### src/shared/itra_defs.svh
`ifndef ITRA_DEFS_SVH
`define ITRA_DEFS_SVH

`define ITRA_CLK_MHZ 20
// quarter of one serial bit; 4 quarters give 1.4 us low and 1.4 us high
`define ITRA_QTR_NS 700
`define ITRA_QTR_CYC ((`ITRA_QTR_NS * `ITRA_CLK_MHZ + 999) / 1000)
// bus free time after a stop
`define ITRA_BUF_NS 1300
`define ITRA_BUF_CYC ((`ITRA_BUF_NS * `ITRA_CLK_MHZ + 999) / 1000)
`define ITRA_IDLE_NM_US 2
`define ITRA_IDLE_NM_CYC (`ITRA_IDLE_NM_US * `ITRA_CLK_MHZ)
`define ITRA_IDLE_SUS_US 450
`define ITRA_IDLE_SUS_CYC (`ITRA_IDLE_SUS_US * `ITRA_CLK_MHZ)

`define ITRA_TGT_ADDR_LOW 7'h18
`define ITRA_TGT_ADDR_HIGH 7'h19
`define ITRA_RW_WRITE 1'b0
`define ITRA_RW_READ 1'b1
`define ITRA_ACK_BIT 4'h8
`define ITRA_WAIT_W 14

`endif

### src/shared/itra_pkg.sv
package itra_pkg;

  typedef enum logic [2:0] {
    S_IDLE = 3'b000,
    S_START = 3'b001,
    S_BIT = 3'b010,
    S_RSTART = 3'b011,
    S_STOP = 3'b100,
    S_WAIT = 3'b101
  } itra_state_e;

  typedef enum logic [2:0] {
    PH_ADDRW = 3'b000,
    PH_REGA = 3'b001,
    PH_WDATA = 3'b010,
    PH_ADDRR = 3'b011,
    PH_RDATA = 3'b100
  } itra_phase_e;

  typedef struct packed {
    logic write;          // 1: register write, 0: register read burst
    logic addr_sel;       // level of the target's address_select_pin
    logic [7:0] reg_addr; // register address
    logic [7:0] wdata;    // write data
    logic [3:0] rd_len;   // bytes to read minus one
  } itra_cmd_s;

endpackage : itra_pkg

### src/hdl/itra_host_ctrl.sv
`timescale 1ns/1ps
`include "itra_defs.svh"

module itra_host_ctrl #(
  parameter int IDLE_SUS_CYC = `ITRA_IDLE_SUS_CYC
) (
  input wire logic core_clk,            // system clock, 20 MHz
  input wire logic rst_n,               // async reset, active low
  input wire logic cmd_valid,           // command offered
  output logic cmd_ready,               // controller idle, takes command
  input wire itra_pkg::itra_cmd_s cmd,  // command fields
  input wire logic device_suspend,      // target is in suspend mode
  output logic rd_valid,                // one-cycle pulse, rd_data new
  output logic [7:0] rd_data,           // received byte
  output logic done,                    // one-cycle pulse at end of stop
  output logic nack_err,                // target refused a byte
  output logic scl_o,                   // clock pin output value
  output logic scl_oe,                  // clock pin pulled low
  input wire logic sda_i,               // data pin level
  output logic sda_o,                   // data pin output value
  output logic sda_oe                   // data pin pulled low
);

  itra_pkg::itra_state_e st;
  itra_pkg::itra_phase_e ph;
  itra_pkg::itra_cmd_s cmd_q;
  logic [3:0] tick_cnt;
  logic tick;
  logic [1:0] q;
  logic [3:0] bi;
  logic [7:0] tx;
  logic [7:0] rx;
  logic [3:0] left;
  logic nack_s;
  logic wrote;
  logic [`ITRA_WAIT_W-1:0] wait_cnt;
  logic sda_meta;
  logic sda_s;
  logic next_scl_oe;
  logic next_sda_oe;
  logic last_bit;
  logic [6:0] tgt_addr;

  // both lines are open drain: only ever pulled low
  assign scl_o = 1'b0;
  assign sda_o = 1'b0;
  assign cmd_ready = (st == itra_pkg::S_IDLE);
  assign last_bit = (st == itra_pkg::S_BIT) && tick && (q == 2'h3) && (bi == `ITRA_ACK_BIT);
  assign tgt_addr = cmd_q.addr_sel ? `ITRA_TGT_ADDR_HIGH : `ITRA_TGT_ADDR_LOW;

  // two-stage synchroniser for the data pin
  always_ff @(posedge core_clk or negedge rst_n) begin
    if (!rst_n) begin
      sda_meta <= 1'b1;
      sda_s <= 1'b1;
    end else begin
      sda_meta <= sda_i;
      sda_s <= sda_meta;
    end
  end

  // quarter-bit timebase; held at zero while idle so a frame starts aligned
  always_ff @(posedge core_clk or negedge rst_n) begin
    if (!rst_n) begin
      tick_cnt <= 4'h0;
    end else if (st == itra_pkg::S_IDLE || st == itra_pkg::S_WAIT || tick) begin
      tick_cnt <= 4'h0;
    end else begin
      tick_cnt <= tick_cnt + 4'h1;
    end
  end
  assign tick = (tick_cnt == 4'(`ITRA_QTR_CYC - 1));

  // line levels wanted for the current state and quarter
  always_comb begin
    next_scl_oe = 1'b0;
    next_sda_oe = 1'b0;
    unique case (st)
      itra_pkg::S_IDLE, itra_pkg::S_WAIT: begin
        next_scl_oe = 1'b0;
      end
      itra_pkg::S_START: begin
        next_sda_oe = (q != 2'h0);
        next_scl_oe = (q == 2'h2);
      end
      itra_pkg::S_BIT: begin
        next_scl_oe = (q < 2'h2);
        if (ph == itra_pkg::PH_RDATA) begin
          // release during data, ack to continue, release as not-acknowledge on last
          next_sda_oe = (bi == `ITRA_ACK_BIT) && (left != 4'h0);
        end else begin
          // transmitter releases the line in the acknowledge slot
          next_sda_oe = (bi != `ITRA_ACK_BIT) && !tx[7];
        end
      end
      itra_pkg::S_RSTART: begin
        next_scl_oe = (q == 2'h0) || (q == 2'h3);
        next_sda_oe = (q >= 2'h2);
      end
      itra_pkg::S_STOP: begin
        next_scl_oe = (q == 2'h0);
        next_sda_oe = (q < 2'h2);
      end
      default: begin
        next_scl_oe = 1'b0;
      end
    endcase
  end

  // data changes one cycle after the clock falls, never while it falls
  always_ff @(posedge core_clk or negedge rst_n) begin
    if (!rst_n) begin
      scl_oe <= 1'b0;
      sda_oe <= 1'b0;
    end else begin
      scl_oe <= next_scl_oe;
      if (!(!scl_oe && next_scl_oe)) begin
        sda_oe <= next_sda_oe;
      end
    end
  end

  // frame sequencer
  always_ff @(posedge core_clk or negedge rst_n) begin
    if (!rst_n) begin
      st <= itra_pkg::S_IDLE;
      ph <= itra_pkg::PH_ADDRW;
      cmd_q <= '0;
      q <= 2'h0;
      bi <= 4'h0;
      tx <= 8'h00;
      left <= 4'h0;
      wrote <= 1'b0;
      wait_cnt <= '0;
      done <= 1'b0;
      nack_err <= 1'b0;
    end else begin
      done <= 1'b0;
      unique case (st)
        itra_pkg::S_IDLE: begin
          if (cmd_valid) begin
            cmd_q <= cmd;
            st <= itra_pkg::S_START;
            ph <= itra_pkg::PH_ADDRW;
            q <= 2'h0;
            bi <= 4'h0;
            tx <= {(cmd.addr_sel ? `ITRA_TGT_ADDR_HIGH : `ITRA_TGT_ADDR_LOW), `ITRA_RW_WRITE};
            left <= cmd.rd_len;
            wrote <= cmd.write;
            nack_err <= 1'b0;
          end
        end
        itra_pkg::S_START: begin
          if (tick) begin
            q <= q + 2'h1;
            if (q == 2'h2) begin
              st <= itra_pkg::S_BIT;
              q <= 2'h0;
            end
          end
        end
        itra_pkg::S_BIT: begin
          if (tick) begin
            q <= q + 2'h1;
            if (q == 2'h3 && bi != `ITRA_ACK_BIT) begin
              bi <= bi + 4'h1;
              tx <= {tx[6:0], 1'b0};
            end
          end
          if (last_bit) begin
            bi <= 4'h0;
            // a refused address, register or write data byte aborts with stop
            if (ph != itra_pkg::PH_RDATA && nack_s) begin
              st <= itra_pkg::S_STOP;
              nack_err <= 1'b1;
            end else begin
              unique case (ph)
                itra_pkg::PH_ADDRW: begin
                  ph <= itra_pkg::PH_REGA;
                  tx <= cmd_q.reg_addr;
                end
                itra_pkg::PH_REGA: begin
                  if (cmd_q.write) begin
                    ph <= itra_pkg::PH_WDATA;
                    tx <= cmd_q.wdata;
                  end else begin
                    // repeated start, no stop, between the phases
                    st <= itra_pkg::S_RSTART;
                    tx <= {tgt_addr, `ITRA_RW_READ};
                    ph <= itra_pkg::PH_ADDRR;
                  end
                end
                itra_pkg::PH_WDATA: begin
                  st <= itra_pkg::S_STOP;
                end
                itra_pkg::PH_ADDRR: begin
                  ph <= itra_pkg::PH_RDATA;
                end
                itra_pkg::PH_RDATA: begin
                  if (left == 4'h0) begin
                    st <= itra_pkg::S_STOP;
                  end else begin
                    left <= left - 4'h1;
                  end
                end
                default: begin
                  st <= itra_pkg::S_STOP;
                end
              endcase
            end
          end
        end
        itra_pkg::S_RSTART: begin
          if (tick) begin
            q <= q + 2'h1;
            if (q == 2'h3) begin
              st <= itra_pkg::S_BIT;
            end
          end
        end
        itra_pkg::S_STOP: begin
          if (tick) begin
            q <= q + 2'h1;
            if (q == 2'h3) begin
              // stop after the target has released the line
              st <= itra_pkg::S_WAIT;
              done <= 1'b1;
              if (wrote && device_suspend) begin
                wait_cnt <= `ITRA_WAIT_W'(IDLE_SUS_CYC - 1);
              end else if (wrote) begin
                wait_cnt <= `ITRA_WAIT_W'(`ITRA_IDLE_NM_CYC - 1);
              end else begin
                wait_cnt <= `ITRA_WAIT_W'(`ITRA_BUF_CYC - 1);
              end
            end
          end
        end
        itra_pkg::S_WAIT: begin
          if (wait_cnt == '0) begin
            st <= itra_pkg::S_IDLE;
          end else begin
            wait_cnt <= wait_cnt - `ITRA_WAIT_W'(1);
          end
        end
        default: begin
          st <= itra_pkg::S_IDLE;
        end
      endcase
    end
  end

  // sample mid-high: shift data bits in MSB first, catch the target's acknowledge
  always_ff @(posedge core_clk or negedge rst_n) begin
    if (!rst_n) begin
      rx <= 8'h00;
      nack_s <= 1'b0;
      rd_data <= 8'h00;
      rd_valid <= 1'b0;
    end else begin
      rd_valid <= 1'b0;
      if (st == itra_pkg::S_BIT && tick && q == 2'h2) begin
        if (bi == `ITRA_ACK_BIT) begin
          nack_s <= sda_s;
        end else begin
          rx <= {rx[6:0], sda_s};
        end
      end
      if (st == itra_pkg::S_BIT && tick && q == 2'h3 && bi == 4'h7 && ph == itra_pkg::PH_RDATA) begin
        rd_data <= rx;
        rd_valid <= 1'b1;
      end
    end
  end

  // helper: cycles spent in the idle gap, read only by checks
  logic [`ITRA_WAIT_W-1:0] wait_len;
  always_ff @(posedge core_clk or negedge rst_n) begin
    if (!rst_n) begin
      wait_len <= '0;
    end else if (st == itra_pkg::S_WAIT) begin
      wait_len <= wait_len + `ITRA_WAIT_W'(1);
    end else begin
      wait_len <= '0;
    end
  end

  // checks on the frame sequencer and line drive
  property p_rstart_between;
    @(posedge core_clk) disable iff (!rst_n)
      (last_bit && ph == itra_pkg::PH_REGA && !cmd_q.write && !nack_s) |=> (st == itra_pkg::S_RSTART);
  endproperty
  a_rstart_between: assert property (p_rstart_between) else $error("read did not use repeated start");

  property p_write_addr;
    @(posedge core_clk) disable iff (!rst_n)
      (st == itra_pkg::S_START && tick && q == 2'h2) |=>
        (ph == itra_pkg::PH_ADDRW && tx == {tgt_addr, `ITRA_RW_WRITE});
  endproperty
  a_write_addr: assert property (p_write_addr) else $error("first byte not address with write bit");

  property p_refused_stops;
    @(posedge core_clk) disable iff (!rst_n)
      (last_bit && ph != itra_pkg::PH_RDATA && nack_s) |=> (st == itra_pkg::S_STOP && nack_err);
  endproperty
  a_refused_stops: assert property (p_refused_stops) else $error("refused byte not ended with stop");

  property p_read_addr;
    @(posedge core_clk) disable iff (!rst_n)
      (st == itra_pkg::S_RSTART && tick && q == 2'h3) |=>
        (st == itra_pkg::S_BIT && ph == itra_pkg::PH_ADDRR && tx == {tgt_addr, `ITRA_RW_READ});
  endproperty
  a_read_addr: assert property (p_read_addr) else $error("read address byte wrong");

  property p_release_data;
    @(posedge core_clk) disable iff (!rst_n)
      (st == itra_pkg::S_BIT && ph == itra_pkg::PH_RDATA && bi != `ITRA_ACK_BIT && q != 2'h0) |-> !sda_oe;
  endproperty
  a_release_data: assert property (p_release_data) else $error("host drove data line during read byte");

  // scl_oe is registered one cycle behind the quarter count, so the first cycle of Q2 still shows it pulled
  property p_ack_continue;
    @(posedge core_clk) disable iff (!rst_n)
      (st == itra_pkg::S_BIT && ph == itra_pkg::PH_RDATA && bi == `ITRA_ACK_BIT && q >= 2'h2 && tick_cnt != 4'h0)
        |-> (sda_oe == (left != 4'h0)) && !scl_oe;
  endproperty
  a_ack_continue: assert property (p_ack_continue) else $error("host acknowledge level wrong");

  property p_nack_ends;
    @(posedge core_clk) disable iff (!rst_n)
      (last_bit && ph == itra_pkg::PH_RDATA && left == 4'h0) |=> (st == itra_pkg::S_STOP) ##[1:80] done;
  endproperty
  a_nack_ends: assert property (p_nack_ends) else $error("burst not ended after not-acknowledge");

  property p_tx_ack_release;
    @(posedge core_clk) disable iff (!rst_n)
      (st == itra_pkg::S_BIT && ph != itra_pkg::PH_RDATA && bi == `ITRA_ACK_BIT && q != 2'h0) |-> !sda_oe;
  endproperty
  a_tx_ack_release: assert property (p_tx_ack_release) else $error("host held line in target ack slot");

  property p_idle_normal;
    @(posedge core_clk) disable iff (!rst_n)
      (st == itra_pkg::S_WAIT && wait_cnt == '0 && wrote && !device_suspend)
        |-> (wait_len == `ITRA_WAIT_W'(`ITRA_IDLE_NM_CYC - 1));
  endproperty
  a_idle_normal: assert property (p_idle_normal) else $error("normal-mode idle gap wrong");

  property p_idle_suspend;
    @(posedge core_clk) disable iff (!rst_n)
      (st == itra_pkg::S_WAIT && wait_cnt == '0 && wrote && device_suspend)
        |-> (wait_len == `ITRA_WAIT_W'(IDLE_SUS_CYC - 1));
  endproperty
  a_idle_suspend: assert property (p_idle_suspend) else $error("suspend-mode idle gap wrong");

  // the command port may only reopen after a write once the full normal-mode gap has run out
  property p_no_cmd_in_gap;
    @(posedge core_clk) disable iff (!rst_n)
      (cmd_ready && !$past(cmd_ready) && wrote) |-> ($past(wait_len) >= `ITRA_WAIT_W'(`ITRA_IDLE_NM_CYC - 1));
  endproperty
  a_no_cmd_in_gap: assert property (p_no_cmd_in_gap) else $error("command taken during idle gap");

  c_burst: cover property (@(posedge core_clk) disable iff (!rst_n)
    (last_bit && ph == itra_pkg::PH_RDATA && left == 4'h0 && cmd_q.rd_len != 4'h0));
  c_write: cover property (@(posedge core_clk) disable iff (!rst_n) (done && wrote && !nack_err));
  c_refused: cover property (@(posedge core_clk) disable iff (!rst_n) (done && nack_err));

endmodule : itra_host_ctrl

### config.mk
export PLATFORM = sky130hd
export DESIGN_NAME = itra_host_ctrl
export DESIGN_NICKNAME = d
export VERILOG_FILES = /design/src/shared/itra_pkg.sv /design/src/hdl/itra_host_ctrl.sv
export VERILOG_INCLUDE_DIRS = /design/src /design/src/shared
export SDC_FILE = /design/constraint.sdc
export NUM_CORES = 1
export LEC_CHECK = 0
export BUFFER_PORTS_ARGS = -buffer_cell sky130_fd_sc_hd__buf_4
export CORE_MARGIN = 2
export CORE_UTILIZATION = 64
export DETAILED_ROUTE_END_ITERATION = 6
export GPL_TIMING_DRIVEN = 0
export PLACE_DENSITY = 0.87
export SYNTH_ARGS = -nofsm -noshare
export SYNTH_HDL_FRONTEND = slang
export SYNTH_SLANG_ARGS = --single-unit
### constraint.sdc
create_clock -name core_clk -period 5.98 [get_ports core_clk]
set_input_delay 0.299 -clock core_clk [delete_from_list [all_inputs] [get_ports core_clk]]
set_output_delay 0.299 -clock core_clk [all_outputs]
set_load 0.05 [all_outputs]
==> results of run 1 <==
-- cell type report --
| cell class | count | area [µm²] | area share, % |
|---|---|---|---|
| repair buffers | 40 | 300 | 6.07 |
| clock inverters | 4 | 48.8 | 0.987 |
| plain buffers | 25 | 121 | 2.46 |
| clock buffers | 12 | 145 | 2.94 |
| multi-input cells | 314 | 2070 | 41.8 |
| well taps | 80 | 100 | 2.02 |
| flip-flops and latches | 84 | 2100 | 42.6 |
| inverters | 15 | 56.3 | 1.14 |
-- through the flow --
stage | area, µm² | hold slack (ps)
floorplan | 4350 | 3.41
global placement | 4750 | 345
detailed placement | 4750 | 347
CTS | 4940 | 44.2
global route | 4940 | 36.9
finish | 4940 | 52.7
-- power groups by stage --
stage	sequential (µW)	combinational (µW)	clock [µW]
floorplan	733	316	0
global placement	733	413	0
detailed placement	740	433	0
CTS	729	436	404
global route	742	482	432
finish	730	440	400
-- worst reg2reg max path: stages, from the launching register on --
cell	delay (ps)
sky130_fd_sc_hd__dfrtp_1	410
sky130_fd_sc_hd__inv_1	100
sky130_fd_sc_hd__ha_1	180
sky130_fd_sc_hd__and3b_1	170
sky130_fd_sc_hd__clkbuf_1	330
sky130_fd_sc_hd__a31oi_1	190
sky130_fd_sc_hd__nor3_1	540
sky130_fd_sc_hd__a31oi_1	170
sky130_fd_sc_hd__o2bb2ai_1	170
-- cell families after synthesis --
logic type,count (synthesis)
AOI/OAI and AO/OA,108
adders and majority gates,10
muxes,34
and+or+nand+nor,151
DFF,84
xor gates and xnor gates,9
buffers and inverters,40
other,1
-- placed cells by master (no fill, tap or decap), types with 3 or more instances in the layout --
master	n
sky130_fd_sc_hd__xnor2_1	3
sky130_fd_sc_hd__dfrtp_1	82
sky130_fd_sc_hd__nor2_1	47
sky130_fd_sc_hd__clkbuf_8	10
sky130_fd_sc_hd__a22oi_1	4
sky130_fd_sc_hd__nand2_1	36
sky130_fd_sc_hd__a31oi_1	8
sky130_fd_sc_hd__nor2b_1	8
sky130_fd_sc_hd__nand4_1	4
sky130_fd_sc_hd__o22ai_1	5
sky130_fd_sc_hd__clkbuf_1	15
sky130_fd_sc_hd__o2bb2ai_1	3
sky130_fd_sc_hd__nor4_1	4
sky130_fd_sc_hd__and2_1	3
sky130_fd_sc_hd__buf_2	5
sky130_fd_sc_hd__ha_1	10
sky130_fd_sc_hd__nor3b_1	3
sky130_fd_sc_hd__mux2_2	32
sky130_fd_sc_hd__nand3_1	11
sky130_fd_sc_hd__o22a_1	4
sky130_fd_sc_hd__o221ai_1	7
sky130_fd_sc_hd__nand3b_1	4
sky130_fd_sc_hd__buf_4	43
sky130_fd_sc_hd__a21oi_1	24
sky130_fd_sc_hd__nor3_1	11
sky130_fd_sc_hd__o21ai_0	32
sky130_fd_sc_hd__inv_1	15
sky130_fd_sc_hd__xor2_1	6
-- registers in the layout, summed over array words and instances (netlist names), 4 cells and up --
register / count
rd_data: 8
left: 4
bi: 4
wait_cnt: 14
tx: 8
tick_cnt: 4
rx: 8
cmd_q: 17
-- final timing paths --
kind | start | endpoint | slack, ps
hold / removal | sda_i | sda_meta | 50
setup / recovery | bi[0] | ph[0] | 3650
setup reg to reg | bi[0] | ph[0] | 3650
hold reg to reg | sda_meta | sda_s | 360
min in group asynchronous | rst_n | wait_cnt[6] | 110
max in group asynchronous | rst_n | nack_s | 5180
-- per-layer routing --
layer	wire (µm)	vias up	track usage (%)
met5	0	-	0
met4	167	0	9.94
met3	646	18	4.57
met2	4560	150	42.2
met1	4070	1726	34.9
li1	-	1680	-
==> summary.log, run 1 <==
[logic_synthesis] fraction of synthesized cell area in xor and xnor cells 1.81%
[clock_network] maximum root-to-sink buffer count 2
[cells_and_area] Area Growth Syn to Fin 13.8%
[clock_network] clock insertion delay at the later pin of the skew report 360 ps
[logic_synthesis] dominant cell by count in the synthesized netlist sky130_fd_sc_hd__dfrtp_1
[logic_synthesis] simple-gate area share of the yosys netlist 18.0%
[drt] first-pass iteration count of the detailed router 5
[logic_synthesis] share of synthesized registers carrying an async set or reset 100%
[critical_path] Critical path buffers and inverters 2
[timing] share of the clock period used by the worst path 39.0%
[placed_design] Place WS 3660 ps
[drt] Starting DRT DRC Count 343
[drt] total length of routed wires 9.44 mm
[global_routing] leftover overflow at the end of global routing 0
[logic_synthesis] area share of the largest cell type after synthesis 47.2%
[critical_path] CP max FO 6
[logic_synthesis] sequential fraction of the synthesis area 48.4%
[power_and_ir_drop] switching portion of total power 32.6%
[power_and_ir_drop] power share of the clock group 25.5%
[logic_synthesis] most frequent cells after synthesis sky130_fd_sc_hd__dfrtp_1 (82), sky130_fd_sc_hd__nor2_1 (47), sky130_fd_sc_hd__nand2_1 (36), sky130_fd_sc_hd__mux2_2 (32), sky130_fd_sc_hd__o21ai_0 (32)
[logic_synthesis] mean cell area of the mapped netlist 9.94 µm²
[clock_network] total of cells resized after clock tree synthesis 0
[placed_design] port buffer count 40
[logic_synthesis] combinational family with the most area after synthesis simple AND/OR/NAND/NOR gates
[timing] final-report setup violation count 0
[power_and_ir_drop] pwr/cell area 318 nW/µm²
[cells_and_area] final instance count without filler cells 574
[floorplanning] Ports 43
[status] status finished, final reports clean
[timing] count of endpoints failing hold in the final timing report 0
[timing] Setup WS post-layout 3650 ps
[floorplanning] Die Y 86.4 µm
[power_and_ir_drop] LEAKAGE 0.00223 µW
[critical_path] most numerous cell on the critical path sky130_fd_sc_hd__a31oi_1
[drt] routed wirelength normalized by instance count 16.5 µm
[critical_path] Arr. time, crit path 2600 ps
[power_and_ir_drop] worst supply voltage drop on vdd 0.214 mV
[cells_and_area] Core Util, Final 74.0%
[placed_design] global placement routability congestion 0.908
[cells_and_area] layout cell share with drive strength beyond 1 21.9%
[hold_path] Hold WC Path Type in2reg
[logic_synthesis] post-synthesis share of cell area spent on full adders, half adders and majority gates 2.88%
[hold_path] Hold Path Stages 1
[critical_path] Critical Path Start Type flip-flop
[logic_synthesis] unique cell type count in the Yosys netlist 66
[clock_network] clock tree from TritonCTS done
[drt] total vias in the final route 3574
[logic_synthesis] post-synthesis sequential element count 84
[power_and_ir_drop] switching pwr 512 µW
[floorplanning] row cnt 30
[critical_path] capturing element type of the critical path flip-flop
[clock_network] clk sinks 84
[timing] headroom to the max-slew limit 30.2%
[timing] Max Clk Rate 0.429 GHz
[global_routing] number of antenna violations at the first check in global routing 0
[critical_path] classification of the worst setup path reg2reg
[critical_path] reg2reg path depth 8
[clock_network] quantity of hold-fixing buffers added after cts 0
[critical_path] slowest cell on the critical path sky130_fd_sc_hd__nor3_1
[clock_network] number of setup buffers added after CTS 0
[cells_and_area] antenna cell count 0
[critical_path] number of logic stages on the critical path including buffering 8
[timing] setup repair after global routing missed its margin false
[global_routing] global router's overall resource usage 25.9%
[clock_network] root cell of the clock tree sky130_fd_sc_hd__clkbuf_8
[power_and_ir_drop] sequential cell fraction of total power 46.5%
[run] max-capacitance violation count 0
[drt] detailed-route DRC error count 0
[logic_synthesis] number of enable flip-flop cells after synthesis 0
[placed_design] Cell Count Post-Placement 558
[clock_network] number of buffers added by the clock tree synthesis step 9
[logic_synthesis] total number of yosys warnings 0
[logic_synthesis] leading area contributor after synthesis sky130_fd_sc_hd__dfrtp_1
[cells_and_area] NumNets Final 526
[logic_synthesis] biggest area contributors in the synthesized netlist sky130_fd_sc_hd__dfrtp_1 (47%), sky130_fd_sc_hd__mux2_2 (8.3%), sky130_fd_sc_hd__nor2_1 (4.1%)
[critical_path] critical-path cell list inv_1 > ha_1 > and3b_1 > clkbuf_1 > a31oi_1 > nor3_1 > a31oi_1 > o2bb2ai_1
[logic_synthesis] post-synthesis cell area 4350 µm²
[timing] sum of negative setup slack 0 ps
[logic_synthesis] gate count of the mapped netlist 437
[placed_design] post-detail-place hpwl 6.67 mm
[floorplanning] core area 6680 µm²
[critical_path] CP delay by family, top simple AND/OR/NAND/NOR gates
[drt] vias per inst 6.23
[power_and_ir_drop] combinational fraction of design power 28.0%
[critical_path] CP required 6250 ps
[global_routing] largest net degree at the start of global routing 85
[timing] Pins Over Slew Limit 0
[floorplanning] initial core utilization 65.0%
[clock_network] CTS H-Tree Depth 3
[floorplanning] Chip Width 86.4 µm
[drt] remaining antenna violation count 0
[timing] Tmin final 2330 ps
[logic_synthesis] Most used DFF post-synth sky130_fd_sc_hd__dfrtp_1
[critical_path] longest individual stage delay on the worst path 540 ps
[timing] Max Clock Skew 14.7 ps
[clock_network] clock-pin slew reported for the worst setup and hold paths after clock tree synthesis 80 ps
[cells_and_area] fill cell instance count of the final layout 491
[global_routing] via count of the first global-routing pass 3324
[timing] transition time at the pin with the least slew margin 1050 ps
[logic_synthesis] mux share of post-synthesis cell area 8.75%
[floorplanning] area of the die 7460 µm²
[global_routing] first-pass GRT wire length 15.3 mm
[power_and_ir_drop] Cell Int Power 1060 µW
[logic_synthesis] post-synthesis compound-gate area fraction 16.0%
[power_and_ir_drop] total power 1570 µW
Power figures use the tool's default switching activity.
==> inputs of run 2 (changes only) <==
--- a/config.mk
+++ b/config.mk
@@ -8,10 +8,10 @@
 export LEC_CHECK = 0
 export BUFFER_PORTS_ARGS = -buffer_cell sky130_fd_sc_hd__buf_4
 export CORE_MARGIN = 2
-export CORE_UTILIZATION = 64
+export CORE_UTILIZATION = 53
 export DETAILED_ROUTE_END_ITERATION = 6
 export GPL_TIMING_DRIVEN = 0
-export PLACE_DENSITY = 0.87
+export PLACE_DENSITY = 0.78
 export SYNTH_ARGS = -nofsm -noshare
 export SYNTH_HDL_FRONTEND = slang
 export SYNTH_SLANG_ARGS = --single-unit
==> constraint.sdc (replaced) <==
create_clock -name core_clk -period 2.06 [get_ports core_clk]
set_input_delay 0.103 -clock core_clk [delete_from_list [all_inputs] [get_ports core_clk]]
set_output_delay 0.103 -clock core_clk [all_outputs]
set_load 0.05 [all_outputs]
==> summary.log, run 2 (synthesis results as in run 1) <==
[cells_and_area] NumNets Final 554
[timing] Max Clk Rate 0.491 GHz
[clock_network] clock tree from TritonCTS done
[timing] Max Clock Skew 12.3 ps
[run] max-capacitance violation count 0
[power_and_ir_drop] pwr/cell area 890 nW/µm²
[power_and_ir_drop] worst supply voltage drop on vdd 0.596 mV
[global_routing] leftover overflow at the end of global routing 0
[drt] length of routed met2 wiring 5.29 mm
[placed_design] post-detail-place hpwl 6.57 mm
[timing] count of endpoints failing hold in the final timing report 0
[drt] first-pass iteration count of the detailed router 6
[timing] Setup WS post-layout 25.2 ps
[cells_and_area] flip-flop count of the largest register, all copies and words added 17
[global_routing] global router's overall resource usage 23.7%
[cells_and_area] final instance count without filler cells 627
[clock_network] clock-pin slew reported for the worst setup and hold paths after clock tree synthesis 100 ps
[timing] Pins Over Slew Limit 0
[drt] total vias in the final route 3674
[critical_path] CP required 2300 ps
[placed_design] port buffer count 40
[power_and_ir_drop] LEAKAGE 0.00242 µW
[timing] setup repair after global routing missed its margin true
[cells_and_area] commonest non-fill, non-tap cell in the layout sky130_fd_sc_hd__dfrtp_1
[critical_path] capturing element type of the critical path flip-flop
[cells_and_area] largest registers in the final layout cmd_q x17, wait_cnt x14
[drt] length of routed wiring on met1 4.43 mm
[global_routing] largest net degree at the start of global routing 85
[drt] DR top layer met4
[floorplanning] Ports 43
[clock_network] CTS H-Tree Depth 3
[cells_and_area] Area Growth Syn to Fin 25.1%
[timing] share of the clock period used by the worst path 98.8%
[placed_design] global placement routability congestion 0.842
[drt] total length of routed wires 10.4 mm
[drt] Starting DRT DRC Count 330
[critical_path] classification of the worst setup path reg2reg
[critical_path] Critical Path Start Type flip-flop
[floorplanning] row cnt 33
[global_routing] first-pass GRT wire length 16.6 mm
[floorplanning] core area 8090 µm²
[clock_network] clock insertion delay at the later pin of the skew report 370 ps
[clock_network] number of buffers added by the clock tree synthesis step 9
[cells_and_area] cell area after layout 5440 µm²
[clock_network] clk sinks 84
[drt] remaining antenna violation count 0
[drt] met3 wire length 463 µm
[placed_design] Place WS -252 ps
[floorplanning] area of the die 8940 µm²
[floorplanning] initial core utilization 53.7%
[critical_path] CP max FO 10
[clock_network] root cell of the clock tree sky130_fd_sc_hd__clkbuf_8
[floorplanning] Chip Width 94.5 µm
[cells_and_area] most frequent cells in the layout sky130_fd_sc_hd__dfrtp_1 (81), sky130_fd_sc_hd__buf_4 (54), sky130_fd_sc_hd__nor2_1 (47), sky130_fd_sc_hd__nand2_1 (35), sky130_fd_sc_hd__mux2_2 (32)
[cells_and_area] largest register by flop count cmd_q
[status] status finished, final reports clean
[placed_design] Cell Count Post-Placement 583
[critical_path] Arr. time, crit path 2280 ps
[timing] Min Hold Slack 3.83 ps
[drt] detailed-route DRC error count 0
[cells_and_area] antenna cell count 0
[cells_and_area] layout cell share with drive strength beyond 1 28.4%
[timing] Tmin final 2030 ps
[cells_and_area] fill cell instance count of the final layout 630
[timing] final-report setup violation count 0
[cells_and_area] Core Util, Final 67.2%
[global_routing] via count of the first global-routing pass 3592
[placed_design] post-placement cell area 4790 µm²
[timing] headroom to the max-slew limit 30.2%
[drt] vias per inst 5.86
[clock_network] maximum root-to-sink buffer count 2
[hold_path] Hold WC Path Type in2reg
[drt] routed wirelength normalized by instance count 16.6 µm
[global_routing] number of antenna violations at the first check in global routing 0
[timing] transition time at the pin with the least slew margin 1050 ps
[floorplanning] Die Y 94.5 µm
run 2: cell types whose count changed in the layout (fill, tap and decap cells not counted), sizes merged:
cell / previous run / this run
clkinv: 2 / 1
clkbuf: 27 / 21
inv: 16 / 20
buf: 50 / 61
dlygate4sd3: 0 / 20
run 2: cell type report:
class | instances | area, µm² | area share [%]
well taps | 105 | 131 | 2.42
inverters | 15 | 56.3 | 1.04
flip-flops and latches | 84 | 2110 | 38.7
multi-input cells | 314 | 2200 | 40.5
clock buffers | 9 | 124 | 2.28
repair buffers | 71 | 596 | 11.0
clock inverters | 7 | 81.3 | 1.50
plain buffers | 22 | 138 | 2.53
run 2: stage by stage:
step | power [µW] | TNS [ps]
2_1_floorplan | 3060 | 0
3_3_place_gp | 3360 | -2690
3_5_place_dp | 3420 | -3260
4_1_cts | 4710 | -204
5_1_grt | 5090 | -140
6_report | 4840 | 0
run 2: worst paths after layout:
path,start,end,slack [ps],cells after the start
max in group asynchronous,rst_n,left[0],930,2
setup reg to reg,st[0],tx[1],30,6
hold / removal,cmd[0],left[0],4,3
hold reg to reg,sda_meta,sda_s,370,0
setup / recovery,st[0],tx[1],30,6
min in group asynchronous,rst_n,done,440,2
run 2: where the power goes:
| group | total [µW] | internal (µW) | switching [µW] |
|---|---|---|---|
| combinational | 1450 | 641 | 809 |
| sequential | 2130 | 1930 | 197 |
| clock | 1260 | 585 | 674 |
| total | 4840 | 3160 | 1680 |
run 2: routing by layer:
metal	global-route usage [%]	vias up
li1	-	1727
met1	31.5	1814
met2	38.5	111
met3	5.03	22
met4	8.57	0
met5	0	-
run 2: timing repair:
| action | 4_1_cts | 5_1_grt |
|---|---|---|
| pin swaps | 3 | 5 |
| endpoints found under the hold margin | 101 | 0 |
| endpoints found under the setup margin | 31 | 48 |
| hold buffers | 20 | 0 |
| buffers inserted | 4 | 7 |
| resized for setup | 9 | 38 |
run 2: critical path, cell delays in order (launching register included):
cell and delay (ps):
sky130_fd_sc_hd__dfrtp_1 440, sky130_fd_sc_hd__buf_2 220, sky130_fd_sc_hd__or4b_1 500, sky130_fd_sc_hd__clkbuf_4 220
sky130_fd_sc_hd__buf_4 210, sky130_fd_sc_hd__o32ai_1 230, sky130_fd_sc_hd__nor3_1 70
